[config.mk]
export PLATFORM = sky130hd
export DESIGN_NAME = tws_ctrl
export DESIGN_NICKNAME = d
export VERILOG_FILES = /design/src/verilog/tws_pkg.sv /design/src/verilog/tws_ctrl.sv
export SDC_FILE = /design/constraint.sdc
export NUM_CORES = 1
export LEC_CHECK = 0
export BUFFER_PORTS_ARGS = -buffer_cell sky130_fd_sc_hd__buf_2
export CAP_MARGIN = 10
export CORE_MARGIN = 4
export CORE_UTILIZATION = 64
export DETAILED_ROUTE_END_ITERATION = 7
export GPL_ROUTABILITY_DRIVEN = 0
export GPL_TIMING_DRIVEN = 1
export PLACE_DENSITY_LB_ADDON = 0.2
export SYNTH_ARGS = -nofsm -noshare
export SYNTH_HDL_FRONTEND = slang
export SYNTH_SLANG_ARGS = --single-unit
[constraint.sdc]
create_clock -name mclk_i -period 9.95 [get_ports mclk_i]
set_clock_uncertainty 0.2 [all_clocks]
set_input_delay 1.99 -clock mclk_i [delete_from_list [all_inputs] [get_ports mclk_i]]
set_output_delay 1.99 -clock mclk_i [all_outputs]
set_load 0.005 [all_outputs]
[src/verilog/tws_pkg.sv]
`default_nettype none
package tws_pkg;

  // ------------------------------------------------------------
  // Register map: printed indices, byte address is index times 4
  // ------------------------------------------------------------
  localparam logic [9:0] IDX_BIT_RATE = 10'h0B8;
  localparam logic [9:0] IDX_STATUS = 10'h0B9;
  localparam logic [9:0] IDX_OWN_ADDR = 10'h0BA;
  localparam logic [9:0] IDX_DATA = 10'h0BB;
  localparam logic [9:0] IDX_CONTROL = 10'h0BC;

  // Reset values
  localparam logic [7:0] RST_BIT_RATE = 8'h00;
  localparam logic [1:0] RST_PRESC = 2'h0;
  localparam logic [7:0] RST_OWN_ADDR = 8'hFE;
  localparam logic [7:0] RST_DATA = 8'hFF;

  // Control register bit positions
  localparam int CB_DONE = 7;
  localparam int CB_ACK_EN = 6;
  localparam int CB_START = 5;
  localparam int CB_STOP = 4;
  localparam int CB_ENABLE = 2;

  // Half of the fixed part of the SCL period, in clocks
  localparam logic [15:0] HP_BASE = 16'h0008;

  // ------------------------------------------------------------
  // Status codes (prescaler bits masked to zero)
  // ------------------------------------------------------------
  localparam logic [7:0] SC_NO_INFO = 8'hF8;
  localparam logic [7:0] SC_BUS_ERR = 8'h00;
  localparam logic [7:0] SC_START = 8'h08;
  localparam logic [7:0] SC_RSTART = 8'h10;
  localparam logic [7:0] SC_CS_ADR_ACK = 8'h18;
  localparam logic [7:0] SC_CS_ADR_NAK = 8'h20;
  localparam logic [7:0] SC_CS_DAT_ACK = 8'h28;
  localparam logic [7:0] SC_CS_DAT_NAK = 8'h30;
  localparam logic [7:0] SC_ARB_LOST = 8'h38;
  localparam logic [7:0] SC_CR_ADR_ACK = 8'h40;
  localparam logic [7:0] SC_CR_ADR_NAK = 8'h48;
  localparam logic [7:0] SC_CR_DAT_ACK = 8'h50;
  localparam logic [7:0] SC_CR_DAT_NAK = 8'h58;
  localparam logic [7:0] SC_TR_ADR = 8'h60;
  localparam logic [7:0] SC_TR_ARB_ADR = 8'h68;
  localparam logic [7:0] SC_TR_GC = 8'h70;
  localparam logic [7:0] SC_TR_ARB_GC = 8'h78;
  localparam logic [7:0] SC_TR_DAT_ACK = 8'h80;
  localparam logic [7:0] SC_TR_DAT_NAK = 8'h88;
  localparam logic [7:0] SC_TR_GC_ACK = 8'h90;
  localparam logic [7:0] SC_TR_GC_NAK = 8'h98;
  localparam logic [7:0] SC_TR_STOP = 8'hA0;
  localparam logic [7:0] SC_TS_ADR = 8'hA8;
  localparam logic [7:0] SC_TS_ARB_ADR = 8'hB0;
  localparam logic [7:0] SC_TS_DAT_ACK = 8'hB8;
  localparam logic [7:0] SC_TS_DAT_NAK = 8'hC0;

  // Engine states
  typedef enum logic [2:0] {
    S_IDLE,
    S_START,
    S_RSTART,
    S_XFER,
    S_HOLD,
    S_STOP
  } tws_state_t;

endpackage
`default_nettype wire

[src/verilog/tws_ctrl.sv]
// Chosen here: the APB interface to the registers.
`timescale 1ns/10ps
`default_nettype none

// Operation
// Status field reads 0xF8 whenever the transfer-done flag is clear.
// Start or stop inside a byte or acknowledge reports status 0x00.
// A bus error sets the transfer-done flag.
// Stop request plus done clear after bus error: idle target, stop clears.
// Bus error recovery releases both lines and sends no stop.
// Repeated start keeps bus ownership, direction may change.
// Software does write-then-read with repeated start, not stop.
// Releasing SDA while the bus reads zero loses arbitration.
// Identical traffic from several masters is never seen as contention.
// Arbitration lost in address: check address, enter target mode if hit.
// Lost and not addressed: idle target or start again when bus free.
// Bit rate divisor sets the SCL divider in controller modes.
// Status reads code in bits 7:3, zero bit 2, prescaler bits 1:0.
// Prescaler codes 0 to 3 divide by 1, 4, 16 and 64.
// Software masks prescaler bits when checking status codes.
// Own address bits 7:1 give the answered target address.
// Software loads own address in masters that may be addressed.
// Own address bit 0 enables general call address recognition.
// Address match on own or general call raises the done request.
// Hardware sets done flag; writing one clears it and resumes work.
// While done flag is set, SCL low period is stretched; code releases SCL after bus error, lost arbitration and a stop in target mode.
// SCL period is 16 plus twice divisor times prescaler clocks.
module tws_ctrl
  import tws_pkg::*;
#(
  parameter int APB_AW = 12
) (
  // Clock and reset
  input wire logic mclk_i,
  input wire logic rstn_i,
  // APB slave
  input wire logic psel_i,
  input wire logic penable_i,
  input wire logic pwrite_i,
  input wire logic [APB_AW-1:0] paddr_i,
  input wire logic [31:0] pwdata_i,
  output logic [31:0] prdata_o,
  output logic pready_o,
  output logic pslverr_o,
  // Two-wire bus, open drain
  input wire logic scl_i,
  output logic scl_o,
  output logic scl_oe_n_o,
  input wire logic sda_i,
  output logic sda_o,
  output logic sda_oe_n_o
);

  // ------------------------------------------------------------
  // Elaboration check
  // ------------------------------------------------------------
  if (APB_AW < 12) begin : g_aw_chk
    $error("APB_AW must be at least 12");
  end

  // SDA pull-low flag for a bit slot of the byte frame
  function automatic logic bit_drive(
    input logic [3:0] cnt,
    input logic snd,
    input logic msb,
    input logic ackl
  );
    logic res;
    res = 1'b0;
    if (cnt < 4'd8) begin
      res = snd & ~msb;
    end else if (cnt == 4'd8) begin
      res = ackl;
    end
    return res;
  endfunction

  // ------------------------------------------------------------
  // State
  // ------------------------------------------------------------
  tws_state_t state_r, state_nxt;
  logic master_r, master_nxt;
  logic addressed_r, addressed_nxt;
  logic rx_mode_r, rx_mode_nxt;
  logic addr_ph_r, addr_ph_nxt;
  logic gc_r, gc_nxt;
  logic arb_r, arb_nxt;
  logic rep_r, rep_nxt;
  logic keep_r, keep_nxt;
  logic [3:0] cnt_r, cnt_nxt;
  logic rise_r, rise_nxt;
  logic [7:0] shift_r, shift_nxt;
  logic ackbit_r, ackbit_nxt;
  logic [7:0] status_r, status_nxt;
  logic done_r, done_nxt;
  logic sta_r, sta_nxt;
  logic sto_r, sto_nxt;
  logic acken_r, acken_nxt;
  logic en_r, en_nxt;
  logic [7:0] div_r, div_nxt;
  logic [1:0] presc_r, presc_nxt;
  logic [7:0] own_r, own_nxt;
  logic scl_low_r, scl_low_nxt;
  logic sda_low_r, sda_low_nxt;
  logic [1:0] step_r, step_nxt;
  logic [15:0] hp_cnt_r, hp_nxt;
  logic busy_r;
  logic [31:0] prdata_r;

  // Synchronisers and edge history
  logic scl_m_r, scl_s_r, scl_d_r;
  logic sda_m_r, sda_s_r, sda_d_r;

  // ------------------------------------------------------------
  // Bus line conditioning
  // ------------------------------------------------------------
  always_ff @(posedge mclk_i or negedge rstn_i) begin
    if (!rstn_i) begin
      scl_m_r <= 1'b1;
      scl_s_r <= 1'b1;
      scl_d_r <= 1'b1;
      sda_m_r <= 1'b1;
      sda_s_r <= 1'b1;
      sda_d_r <= 1'b1;
    end else begin
      scl_m_r <= scl_i;
      scl_s_r <= scl_m_r;
      scl_d_r <= scl_s_r;
      sda_m_r <= sda_i;
      sda_s_r <= sda_m_r;
      sda_d_r <= sda_s_r;
    end
  end

  // Edges and bus conditions
  wire scl_rise = scl_s_r & ~scl_d_r;
  wire scl_fall = ~scl_s_r & scl_d_r;
  wire start_det = scl_s_r & scl_d_r & sda_d_r & ~sda_s_r;
  wire stop_det = scl_s_r & scl_d_r & ~sda_d_r & sda_s_r;

  // Bus busy between a start and a stop
  always_ff @(posedge mclk_i or negedge rstn_i) begin
    if (!rstn_i) begin
      busy_r <= 1'b0;
    end else if (start_det) begin
      busy_r <= 1'b1;
    end else if (stop_det) begin
      busy_r <= 1'b0;
    end
  end

  // ------------------------------------------------------------
  // APB decode
  // ------------------------------------------------------------
  wire [9:0] widx = paddr_i[11:2];
  wire sel_br = (widx == IDX_BIT_RATE);
  wire sel_st = (widx == IDX_STATUS);
  wire sel_own = (widx == IDX_OWN_ADDR);
  wire sel_dat = (widx == IDX_DATA);
  wire sel_ctl = (widx == IDX_CONTROL);
  wire hit_w = sel_br | sel_st | sel_own | sel_dat | sel_ctl;
  wire access_w = psel_i & penable_i;
  wire wr_w = access_w & pwrite_i & hit_w;
  wire wr_br = wr_w & sel_br;
  wire wr_st = wr_w & sel_st;
  wire wr_own = wr_w & sel_own;
  wire wr_dat = wr_w & sel_dat;
  wire wr_ctl = wr_w & sel_ctl;

  // Read sources
  wire [7:0] code_w = done_r ? status_r : SC_NO_INFO;
  wire [7:0] st_rd = {code_w[7:3], 1'b0, presc_r};
  wire [7:0] ctl_rd = {done_r, acken_r, sta_r, sto_r, 1'b0, en_r, 2'b00};
  wire [7:0] rd_w = sel_br ? div_r :
                    sel_st ? st_rd :
                    sel_own ? own_r :
                    sel_dat ? shift_r :
                    sel_ctl ? ctl_rd : 8'h00;

  // Read data captured in the setup cycle
  always_ff @(posedge mclk_i or negedge rstn_i) begin
    if (!rstn_i) begin
      prdata_r <= 32'h0000_0000;
    end else if (psel_i & ~penable_i) begin
      prdata_r <= {24'h00_0000, rd_w};
    end
  end

  // Zero wait state, error on unmapped words
  assign prdata_o = prdata_r;
  assign pready_o = 1'b1;
  assign pslverr_o = access_w & ~hit_w;

  // ------------------------------------------------------------
  // Engine helpers
  // ------------------------------------------------------------
  // Half period: 8 + divisor times prescale
  wire [15:0] hp_lim_w =
    HP_BASE + (16'(div_r) << {presc_r, 1'b0});
  wire hp_tick = (hp_cnt_r == hp_lim_w - 16'h0001);
  wire snd_w = addr_ph_r ? master_r : ~rx_mode_r;
  wire own_hit = (shift_r[7:1] == own_r[7:1]);
  wire gc_hit = own_r[0] & (shift_r[7:1] == 7'h00);
  wire match_w = acken_r & (own_hit | gc_hit);
  wire ack_low_w = ~snd_w & (addr_ph_r ? match_w : acken_r);
  wire [3:0] cnt_inc = cnt_r + 4'h1;
  wire first_bit = bit_drive(4'h0, snd_w, shift_r[7], ack_low_w);

  // ------------------------------------------------------------
  // Next state of registers and bus engine
  // ------------------------------------------------------------
  always_comb begin
    state_nxt = state_r;
    master_nxt = master_r;
    addressed_nxt = addressed_r;
    rx_mode_nxt = rx_mode_r;
    addr_ph_nxt = addr_ph_r;
    gc_nxt = gc_r;
    arb_nxt = arb_r;
    rep_nxt = rep_r;
    keep_nxt = keep_r;
    cnt_nxt = cnt_r;
    rise_nxt = rise_r;
    shift_nxt = shift_r;
    ackbit_nxt = ackbit_r;
    status_nxt = status_r;
    done_nxt = done_r;
    sta_nxt = sta_r;
    sto_nxt = sto_r;
    acken_nxt = acken_r;
    en_nxt = en_r;
    div_nxt = div_r;
    presc_nxt = presc_r;
    own_nxt = own_r;
    scl_low_nxt = scl_low_r;
    sda_low_nxt = sda_low_r;
    step_nxt = step_r;
    hp_nxt = hp_cnt_r + 16'h0001;
    // Software writes; hardware below wins on the same cycle
    if (wr_ctl) begin
      if (pwdata_i[CB_DONE]) begin
        done_nxt = 1'b0;
      end
      acken_nxt = pwdata_i[CB_ACK_EN];
      sta_nxt = pwdata_i[CB_START];
      sto_nxt = pwdata_i[CB_STOP];
      en_nxt = pwdata_i[CB_ENABLE];
    end
    if (wr_br) begin
      div_nxt = pwdata_i[7:0];
    end
    if (wr_st) begin
      presc_nxt = pwdata_i[1:0];
    end
    if (wr_own) begin
      own_nxt = pwdata_i[7:0];
    end
    if (wr_dat && done_r) begin
      shift_nxt = pwdata_i[7:0];
    end
    case (state_r)
      S_IDLE: begin
        master_nxt = 1'b0;
        addressed_nxt = 1'b0;
        arb_nxt = 1'b0;
        rep_nxt = 1'b0;
        keep_nxt = 1'b0;
        scl_low_nxt = 1'b0;
        sda_low_nxt = 1'b0;
        hp_nxt = 16'h0000;
        step_nxt = 2'h0;
        if (start_det) begin
          state_nxt = S_XFER;
          addr_ph_nxt = 1'b1;
          cnt_nxt = 4'h0;
          rise_nxt = 1'b0;
        end else if (sta_r && !done_r && !busy_r) begin
          state_nxt = S_START;
          master_nxt = 1'b1;
        end
      end
      S_START: begin
        if (step_r == 2'h0) begin
          sda_low_nxt = 1'b1;
          if (hp_cnt_r == hp_lim_w) begin
            step_nxt = 2'h1;
            hp_nxt = 16'h0000;
            scl_low_nxt = 1'b1;
          end
        end else if (hp_tick) begin
          done_nxt = 1'b1;
          status_nxt = rep_r ? SC_RSTART : SC_START;
          rep_nxt = 1'b0;
          addr_ph_nxt = 1'b1;
          state_nxt = S_HOLD;
        end
      end
      S_RSTART: begin
        if (step_r == 2'h0) begin
          sda_low_nxt = 1'b0;
          if (hp_tick) begin
            step_nxt = 2'h1;
            hp_nxt = 16'h0000;
            scl_low_nxt = 1'b0;
          end
        end else if (!scl_s_r) begin
          hp_nxt = 16'h0000;
        end else if (hp_tick) begin
          state_nxt = S_START;
          step_nxt = 2'h0;
          hp_nxt = 16'h0000;
          rep_nxt = 1'b1;
        end
      end
      S_STOP: begin
        if (step_r == 2'h0) begin
          sda_low_nxt = 1'b1;
          if (hp_tick) begin
            step_nxt = 2'h1;
            hp_nxt = 16'h0000;
            scl_low_nxt = 1'b0;
          end
        end else if (step_r == 2'h1) begin
          if (!scl_s_r) begin
            hp_nxt = 16'h0000;
          end else if (hp_tick) begin
            step_nxt = 2'h2;
            hp_nxt = 16'h0000;
            sda_low_nxt = 1'b0;
          end
        end else if (hp_tick) begin
          state_nxt = S_IDLE;
          sto_nxt = 1'b0;
          master_nxt = 1'b0;
        end
      end
      S_HOLD: begin
        if (!done_r) begin
          hp_nxt = 16'h0000;
          cnt_nxt = 4'h0;
          rise_nxt = 1'b0;
          step_nxt = 2'h0;
          if (status_r == SC_BUS_ERR) begin
            sto_nxt = 1'b0;
            state_nxt = S_IDLE;
          end else if (master_r) begin
            if (sto_r) begin
              state_nxt = S_STOP;
            end else if (sta_r) begin
              state_nxt = S_RSTART;
            end else begin
              state_nxt = S_XFER;
              sda_low_nxt = first_bit;
            end
          end else if (addressed_r && keep_r) begin
            state_nxt = S_XFER;
            sda_low_nxt = first_bit;
          end else begin
            state_nxt = S_IDLE;
            scl_low_nxt = 1'b0;
          end
        end
      end
      S_XFER: begin
        // SCL: controller drives both phases, target only ends stretch
        if (master_r) begin
          if (scl_low_r) begin
            if (hp_tick) begin
              scl_low_nxt = 1'b0;
              hp_nxt = 16'h0000;
            end
          end else if (!scl_s_r) begin
            hp_nxt = 16'h0000;
          end else if (hp_tick) begin
            scl_low_nxt = 1'b1;
            hp_nxt = 16'h0000;
          end
        end else if (scl_low_r && hp_tick) begin
          scl_low_nxt = 1'b0;
        end
        if (start_det || stop_det) begin
          if (cnt_r == 4'h0 && !rise_r) begin
            if (addressed_r) begin
              status_nxt = SC_TR_STOP;
              done_nxt = 1'b1;
              state_nxt = S_HOLD;
              addressed_nxt = 1'b0;
              keep_nxt = 1'b0;
              scl_low_nxt = 1'b0;
              sda_low_nxt = 1'b0;
            end else if (stop_det) begin
              state_nxt = S_IDLE;
            end
          end else begin
            status_nxt = SC_BUS_ERR;
            done_nxt = 1'b1;
            state_nxt = S_HOLD;
            master_nxt = 1'b0;
            addressed_nxt = 1'b0;
            scl_low_nxt = 1'b0;
            sda_low_nxt = 1'b0;
          end
        end else if (scl_rise) begin
          rise_nxt = 1'b1;
          if (cnt_r == 4'h8) begin
            ackbit_nxt = sda_s_r;
          end else begin
            shift_nxt = {shift_r[6:0], sda_s_r};
            if (master_r && snd_w && shift_r[7] && !sda_s_r) begin
              master_nxt = 1'b0;
              arb_nxt = 1'b1;
              scl_low_nxt = 1'b0;
              sda_low_nxt = 1'b0;
              if (!addr_ph_r) begin
                status_nxt = SC_ARB_LOST;
                done_nxt = 1'b1;
                state_nxt = S_HOLD;
              end
            end
          end
        end else if (scl_fall && rise_r) begin
          rise_nxt = 1'b0;
          if (cnt_r != 4'h8) begin
            cnt_nxt = cnt_inc;
            sda_low_nxt = bit_drive(cnt_inc, snd_w, shift_r[7], ack_low_w);
          end else begin
            cnt_nxt = 4'h0;
            sda_low_nxt = 1'b0;
            hp_nxt = 16'h0000;
            addr_ph_nxt = 1'b0;
            done_nxt = 1'b1;
            state_nxt = S_HOLD;
            scl_low_nxt = 1'b1;
            if (master_r) begin
              if (addr_ph_r) begin
                rx_mode_nxt = shift_r[0];
                status_nxt = shift_r[0] ?
                  (ackbit_r ? SC_CR_ADR_NAK : SC_CR_ADR_ACK) :
                  (ackbit_r ? SC_CS_ADR_NAK : SC_CS_ADR_ACK);
              end else if (rx_mode_r) begin
                status_nxt = acken_r ? SC_CR_DAT_ACK : SC_CR_DAT_NAK;
              end else begin
                status_nxt = ackbit_r ? SC_CS_DAT_NAK : SC_CS_DAT_ACK;
              end
            end else if (addr_ph_r) begin
              if (match_w) begin
                addressed_nxt = 1'b1;
                keep_nxt = 1'b1;
                gc_nxt = gc_hit;
                rx_mode_nxt = ~shift_r[0];
                status_nxt = shift_r[0] ?
                  (arb_r ? SC_TS_ARB_ADR : SC_TS_ADR) :
                  gc_hit ? (arb_r ? SC_TR_ARB_GC : SC_TR_GC) :
                  (arb_r ? SC_TR_ARB_ADR : SC_TR_ADR);
              end else begin
                scl_low_nxt = 1'b0;
                if (arb_r) begin
                  status_nxt = SC_ARB_LOST;
                end else begin
                  done_nxt = 1'b0;
                  state_nxt = S_IDLE;
                end
              end
            end else if (rx_mode_r) begin
              keep_nxt = acken_r;
              status_nxt = gc_r ?
                (acken_r ? SC_TR_GC_ACK : SC_TR_GC_NAK) :
                (acken_r ? SC_TR_DAT_ACK : SC_TR_DAT_NAK);
            end else begin
              keep_nxt = ~ackbit_r;
              status_nxt = ackbit_r ? SC_TS_DAT_NAK : SC_TS_DAT_ACK;
            end
          end
        end
      end
      default: begin
        state_nxt = S_IDLE;
      end
    endcase
    // Interface off: release everything
    if (!en_r) begin
      state_nxt = S_IDLE;
      master_nxt = 1'b0;
      addressed_nxt = 1'b0;
      scl_low_nxt = 1'b0;
      sda_low_nxt = 1'b0;
    end
  end

  // ------------------------------------------------------------
  // Software visible registers
  // ------------------------------------------------------------
  always_ff @(posedge mclk_i or negedge rstn_i) begin
    if (!rstn_i) begin
      done_r <= 1'b0;
      sta_r <= 1'b0;
      sto_r <= 1'b0;
      acken_r <= 1'b0;
      en_r <= 1'b0;
      div_r <= RST_BIT_RATE;
      presc_r <= RST_PRESC;
      own_r <= RST_OWN_ADDR;
      shift_r <= RST_DATA;
      status_r <= SC_NO_INFO;
    end else begin
      done_r <= done_nxt;
      sta_r <= sta_nxt;
      sto_r <= sto_nxt;
      acken_r <= acken_nxt;
      en_r <= en_nxt;
      div_r <= div_nxt;
      presc_r <= presc_nxt;
      own_r <= own_nxt;
      shift_r <= shift_nxt;
      status_r <= status_nxt;
    end
  end

  // Engine registers
  always_ff @(posedge mclk_i or negedge rstn_i) begin
    if (!rstn_i) begin
      state_r <= S_IDLE;
      master_r <= 1'b0;
      addressed_r <= 1'b0;
      rx_mode_r <= 1'b0;
      addr_ph_r <= 1'b0;
      gc_r <= 1'b0;
      arb_r <= 1'b0;
      rep_r <= 1'b0;
      keep_r <= 1'b0;
      cnt_r <= 4'h0;
      rise_r <= 1'b0;
      ackbit_r <= 1'b1;
      scl_low_r <= 1'b0;
      sda_low_r <= 1'b0;
      step_r <= 2'h0;
      hp_cnt_r <= 16'h0000;
    end else begin
      state_r <= state_nxt;
      master_r <= master_nxt;
      addressed_r <= addressed_nxt;
      rx_mode_r <= rx_mode_nxt;
      addr_ph_r <= addr_ph_nxt;
      gc_r <= gc_nxt;
      arb_r <= arb_nxt;
      rep_r <= rep_nxt;
      keep_r <= keep_nxt;
      cnt_r <= cnt_nxt;
      rise_r <= rise_nxt;
      ackbit_r <= ackbit_nxt;
      scl_low_r <= scl_low_nxt;
      sda_low_r <= sda_low_nxt;
      step_r <= step_nxt;
      hp_cnt_r <= hp_nxt;
    end
  end

  // Open-drain pins: only ever pull low
  assign scl_o = 1'b0;
  assign sda_o = 1'b0;
  assign scl_oe_n_o = ~scl_low_r;
  assign sda_oe_n_o = ~sda_low_r;

endmodule
`default_nettype wire

==> metrics.txt, run 1 <==
post-DP HPWL ~13 mm; die area about 12,000 µm²; Initial DRC Count 724; critical path required time around 7.8 ns; grt total ovfl 0; # setup viols final 0; Die X between 100 and 150 µm; first-pass GRT wire length 29.1 mm; Post-synth ARST share 100%; Worst-Skew Late Latency 0.39 ns; area grow syn2layout 3.32%; WS Path Type primary input to primary output; Comb power frac 6.0%; max_cap viols 0; design area between 7000 and 8000 µm²; Ports slightly below 90; Clock Root Buffer clkbuf_8; register area share after synthesis approximately a third; routed wire length 17.5 mm; Cell Area, Placed 6920 µm²; clock group share of total power between 30 and 40%; largest net degree at the start of global routing between 50 and 60; Die Y ~110 µm; synthesized cell area 6870 µm²; CP Launch Type primary input; Slew headroom between 20% and 30%; switching share of power between 20% and 30%; sequential share of power 57.4%; worst slew pin tran 1.14 ns; Unique masters post-synth 94; cts bufs inserted 9; hold_buf cts 0; worst r2r src presc_r[0]; CP arrival 3.40 ns; Starting Density roughly two thirds; Leak about 0.0029 µW; number of global-route vias before repair around 6,000; sink of the worst hold path sda_s_r; final non-filler cell total a little over 900; via count 6,133; number of port buffers 35; fin util 68.4%; drt via density around 6.6; CP endpoint kind primary output; worst vdd ir ~0.00010 V; clk slew on worst S/H paths around 0.080 ns; diodes inserted 0; Worst R2R Path Depth 13; Nets between 800 and 900; Max Fclk approximately 180 MHz; layout cells sized above 1 around 18%; post-cts sizing count 0; clk buf depth 2; Setup Buffers After CTS 0; DRC 0; CP Max Fanout 9; Int Pwr 467 µW; unrepaired setup endpoints after global routing no; #FFs+latches synth between 80 and 90; area of the core between 10,000 and 15,000 µm²; Fill cells around 840; Hold WC Path Type flop to flop; Routed Antenna Nets 0; CTS H-tree depth 3; R2R Setup Slk about 5 ns; DR WL/cell approximately 19 µm; PwrDens 89.8 nW/µm²; part of the cycle the worst path needs a little under three fifths; synth warn 0; CTS tree built; fin crit period around 5.6 ns; leading cell type in the layout, fill and taps excluded nand2_1; TritonCTS Sinks about 90; hold path startpoint sda_m_r; cells after synthesis 788; most frequent cells in the layout 78 x nand2_1, 68 x nor2_1, 61 x dfrtp_1, 52 x o21ai_0, 39 x a21oi_1; r2r endpoint status_r[7]; switching power approximately 170 µW; # placed instances slightly above 900; hold path depth 0; final hold violation count 0; Main synth FF type dfrtp_1; Tot GR Track Use between 20% and 30%; synthesized area per cell between 8 and 9 µm²; setup_tns 0 ns; pins over their slew limit 0; TritonRoute pass-1 iters 6; status finished clean; Post-synth EDFFs 0; FP Rows 37; initial antenna violation count 0
[worst max-delay path by stage]
stage	from	slack, ns	endpoint
after detailed placement	paddr_i[8]	4.40	pslverr_o
final	paddr_i[8]	4.36	pslverr_o
after CTS	paddr_i[8]	4.39	pslverr_o
after global placement	paddr_i[8]	4.44	pslverr_o
after floorplan	paddr_i[8]	4.86	pslverr_o
after global routing	paddr_i[8]	4.18	pslverr_o
[routing by layer]
metal	global-route usage (%)	vias up	wire length, µm	part of all wire [%]
met5	0	-	0	0
met4	12.8	0	614	3.5
met3	5.49	74	1430	8.2
met2	46.0	318	8310	48
met1	36.9	2923	7130	41
li1	-	2818	-	-
[sequential cells by signal, summed over array words and instances (netlist names), 2 cells and up]
signal / cells
prdata_o: 8
state_r: 3
div_r: 8
own_r: 8
hp_cnt_r: 16
step_r: 2
cnt_r: 4
shift_r: 8
status_r: 5
presc_r: 2
[critical path, cell delays in order]
cell and delay [ns]:
buf_2 0.10, nand4b_1 0.16, nor4b_1 0.37, nor2b_1 0.51
nor3_1 0.12, buf_2 0.15
[stage by stage]
stage          hold slack [ns]  worst slack [ns]  power [µW]
2_1_floorplan            0.145              4.86         398
6_report                 0.163              4.36         637
3_3_place_gp             0.149              4.44         408
3_5_place_dp             0.148              4.40         409
5_1_grt                  0.171              4.18         661
4_1_cts                  0.163              4.39         640
[power by group through the flow]
stage	clock network, µW	registers (µW)	logic (µW)
6_report	234	366	38.1
5_1_grt	252	366	41.9
4_1_cts	237	365	37.5
3_5_place_dp	0	372	37.3
3_3_place_gp	0	372	36.4
2_1_floorplan	0	369	28.6
[synthesized netlist by cell type (9+ instances only)]
library cell	n	area [µm²]
inv_1	29	109
nand2b_1	10	62.6
dfstp_2	27	709
or3_1	9	56.3
a21oi_1	39	195
xnor2_1	27	236
nor2_1	68	255
mux2_2	31	349
dfrtp_1	61	1530
nand2_1	78	293
nand3_1	24	120
and3_1	10	62.6
o211ai_1	9	67.6
ha_1	9	113
o21ai_0	52	260
nor3_1	14	70.1
mux2i_1	20	200
clkbuf_1	32	120
a31oi_1	15	93.8
buf_4	29	218
xor2_1	20	175
[final cells by class]
type | count | area, µm² | area share [%]
Tap cell | 136 | 170 | 2.40
Timing Repair Buffer | 39 | 208 | 2.93
Sequential cell | 88 | 2240 | 31.5
Inverter | 29 | 109 | 1.53
Clock buffer | 11 | 131 | 1.85
Clock inverter | 5 | 41.3 | 0.582
Multi-Input combinational cell | 622 | 4200 | 59.2
[cells by family after synthesis]
| group | after synthesis | synth area share, % |
|---|---|---|
| AOI/OAI and AO/OA | 202 | 20.6 |
| xor gates and xnor gates | 49 | 6.56 |
| adders and majority gates | 9 | 1.64 |
| buffers and inverters | 103 | 7.65 |
| DFF | 88 | 32.6 |
| muxes | 60 | 10.4 |
| other | 2 | 0.109 |
| and+or+nand+nor | 275 | 20.4 |
Power figures use the tool's default switching activity.
==> inputs of run 2 (changes only) <==
--- a/config.mk
+++ b/config.mk
@@ -8,7 +8,7 @@
 export BUFFER_PORTS_ARGS = -buffer_cell sky130_fd_sc_hd__buf_2
 export CAP_MARGIN = 10
 export CORE_MARGIN = 4
-export CORE_UTILIZATION = 64
+export CORE_UTILIZATION = 59
 export DETAILED_ROUTE_END_ITERATION = 7
 export GPL_ROUTABILITY_DRIVEN = 0
 export GPL_TIMING_DRIVEN = 1
==> constraint.sdc (replaced) <==
create_clock -name mclk_i -period 5.2 [get_ports mclk_i]
set_clock_uncertainty 0.2 [all_clocks]
set_input_delay 1.04 -clock mclk_i [delete_from_list [all_inputs] [get_ports mclk_i]]
set_output_delay 1.04 -clock mclk_i [all_outputs]
set_load 0.005 [all_outputs]
==> run 2 against run 1 <==
Effect of this change: core utilization shrank 5.0 points; highest routed layer unchanged; critical endpoint is now step_r[0]; critical path type is now flop to flop; clock-buffer cell count grew 1; hold slack lost 0.0056 ns.
==> metrics.txt, run 2 (synthesis gave the netlist of run 1 again) <==
Leak around 0.0029 µW; setup_tns 0 ns; largest net degree at the start of global routing between 50 and 60; CP arrival approximately 4.6 ns; worst slew pin tran 0.759 ns; Fill cells 965; leading cell type in the layout, fill and taps excluded nand2_1; Worst R2R Path Depth 13; diodes inserted 0; Ports 89; hold path depth 0; FP Rows 39; TritonCTS Sinks between 80 and 90; area grow syn2layout 5.52%; number of global-route vias before repair ~6,000; initial antenna violation count 0; Multi-input gate area around 4200 µm²; Met2 Wirelength ~8.6 mm; post-cts sizing count 0; via count between 6,000 and 7,000; DR WL/cell ~19 µm; Max Fclk between 200 and 250 MHz; cts bufs inserted 9; first-pass GRT wire length 29.3 mm; max_cap viols 0; Hold WC Path Type flop to flop; unrepaired setup endpoints after global routing no; most frequent cells in the layout 78 x nand2_1, 68 x nor2_1, 61 x dfrtp_1, 52 x o21ai_0, 39 x a21oi_1; crit-path cells mux2i_1, o21ai_0, ha_1, nand2b_1, or4_1, or3_1, a21oi_1, o21ai_1, a2111o_1, a311oi_4, a31oi_2, a32o_1, o22a_1; Top reg by flops hp_cnt_r; CP endpoint kind flop; met3 routed WL a little over 1 mm; routed wire length approximately 18 mm; Tot Pwr 1400 µW; DRC 0; total routed wire length on the met1 layer between 7 and 8 mm; post-DP HPWL 13.2 mm; Worst Path Buf+Inv 0; hold_buf cts 0; Cell Area, Placed between 6000 and 7000 µm²; CP Launch Type flop; Die Y 116 µm; Clock Root Buffer clkbuf_16; Routed Antenna Nets 0; Worst-Skew Late Latency 0.35 ns; clk buf depth 2; worst vdd ir approximately 0.00021 V; Max stage delay on crit path between 0.5 and 0.6 ns; grt total ovfl 0; cell family with the largest share of critical-path delay compound AO/OA/AOI/OAI gates; final hold violation count 0; part of the cycle the worst path needs between 80% and 90%; drt via density 6.46; CP Max Fanout 12; Nets 853; uppermost routed layer met4; layout cells sized above 1 ~18%; Die X ~120 µm; register area between 2000 and 2500 µm²; CTS tree built; Starting Density between 60% and 70%; WS Path Type flop to flop; number of flip-flops under the largest register name 16; die area roughly 13,000 µm²; Tot GR Track Use 27.2%; area of the core 11,400 µm²; Initial DRC Count ~500; CTS H-tree depth 3; status finished clean; fin crit period roughly 4.5 ns; slowest stage cell on the critical path dfrtp_1; Setup Buffers After CTS 0; TritonRoute pass-1 iters 6; clk slew on worst S/H paths around 0.060 ns; Stages on worst setup path 13; critical path required time about 5.2 ns; # setup viols final 0; PwrDens 193 nW/µm²; design area ~7200 µm²; Slew headroom between 40% and 50%; pins over their slew limit 0; number of port buffers 35
## run 2: changes by cell type in the layout (fill, tap and decap cells not counted), sizes merged
cell,delta
buf,+4
clkbuf,+1
clkinv,-1
clkinvlp,+2
inv,-2
## run 2: worst paths after layout
check	start	slack [ns]	endpoint
max in group asynchronous	rstn_i	3.33	scl_m_r
hold / removal	sda_m_r	0.16	sda_s_r
min in group asynchronous	rstn_i	0.53	hp_cnt_r[3]
hold reg to reg	sda_m_r	0.16	sda_s_r
setup / recovery	presc_r[0]	0.66	step_r[0]
setup reg to reg	presc_r[0]	0.66	step_r[0]
## run 2: worst register-to-register path: cells and delay by family (launching register included)
kind / cells / cell delay [ns]
mux: 1 / 0.38
fa+ha+maj: 1 / 0.35
flops: 1 / 0.57
compound gates: 8 / 1.93
simple gates: 3 / 1.01
## run 2: per-stage QoR
step,hold slack [ns],util [%],worst slack [ns],instances
after floorplan,0.145,-,0.820,813
after global placement,0.148,61.0,0.825,925
after detailed placement,0.149,61.0,0.706,925
after CTS,0.158,63.5,0.678,941
after global routing,0.164,63.5,0.337,941
final,0.157,63.5,0.658,941
## run 2: power by group
group	switching [µW]	total (µW)	leakage [µW]	internal (µW)
Combinational	48.4	72.2	0.00167	23.7
Clock	276	626	0.000135	350
Sequential	8.44	700	0.00112	692
Total	332	1400	0.00292	1070
## run 2: final cells by class
type | count | share of cell area, %
multi-input cells | 622 | 58.0
flip-flops and latches | 88 | 30.9
clock buffers | 12 | 3.54
repair buffers | 43 | 3.28
well taps | 143 | 2.47
inverters | 29 | 1.50
clock inverters | 4 | 0.397
## run 2: routing by layer
layer	up-vias	GRT usage (%)
met2	242	44.9
met3	43	4.18
met4	0	11.4
met1	2961	35.6
li1	2835	-
met5	-	0
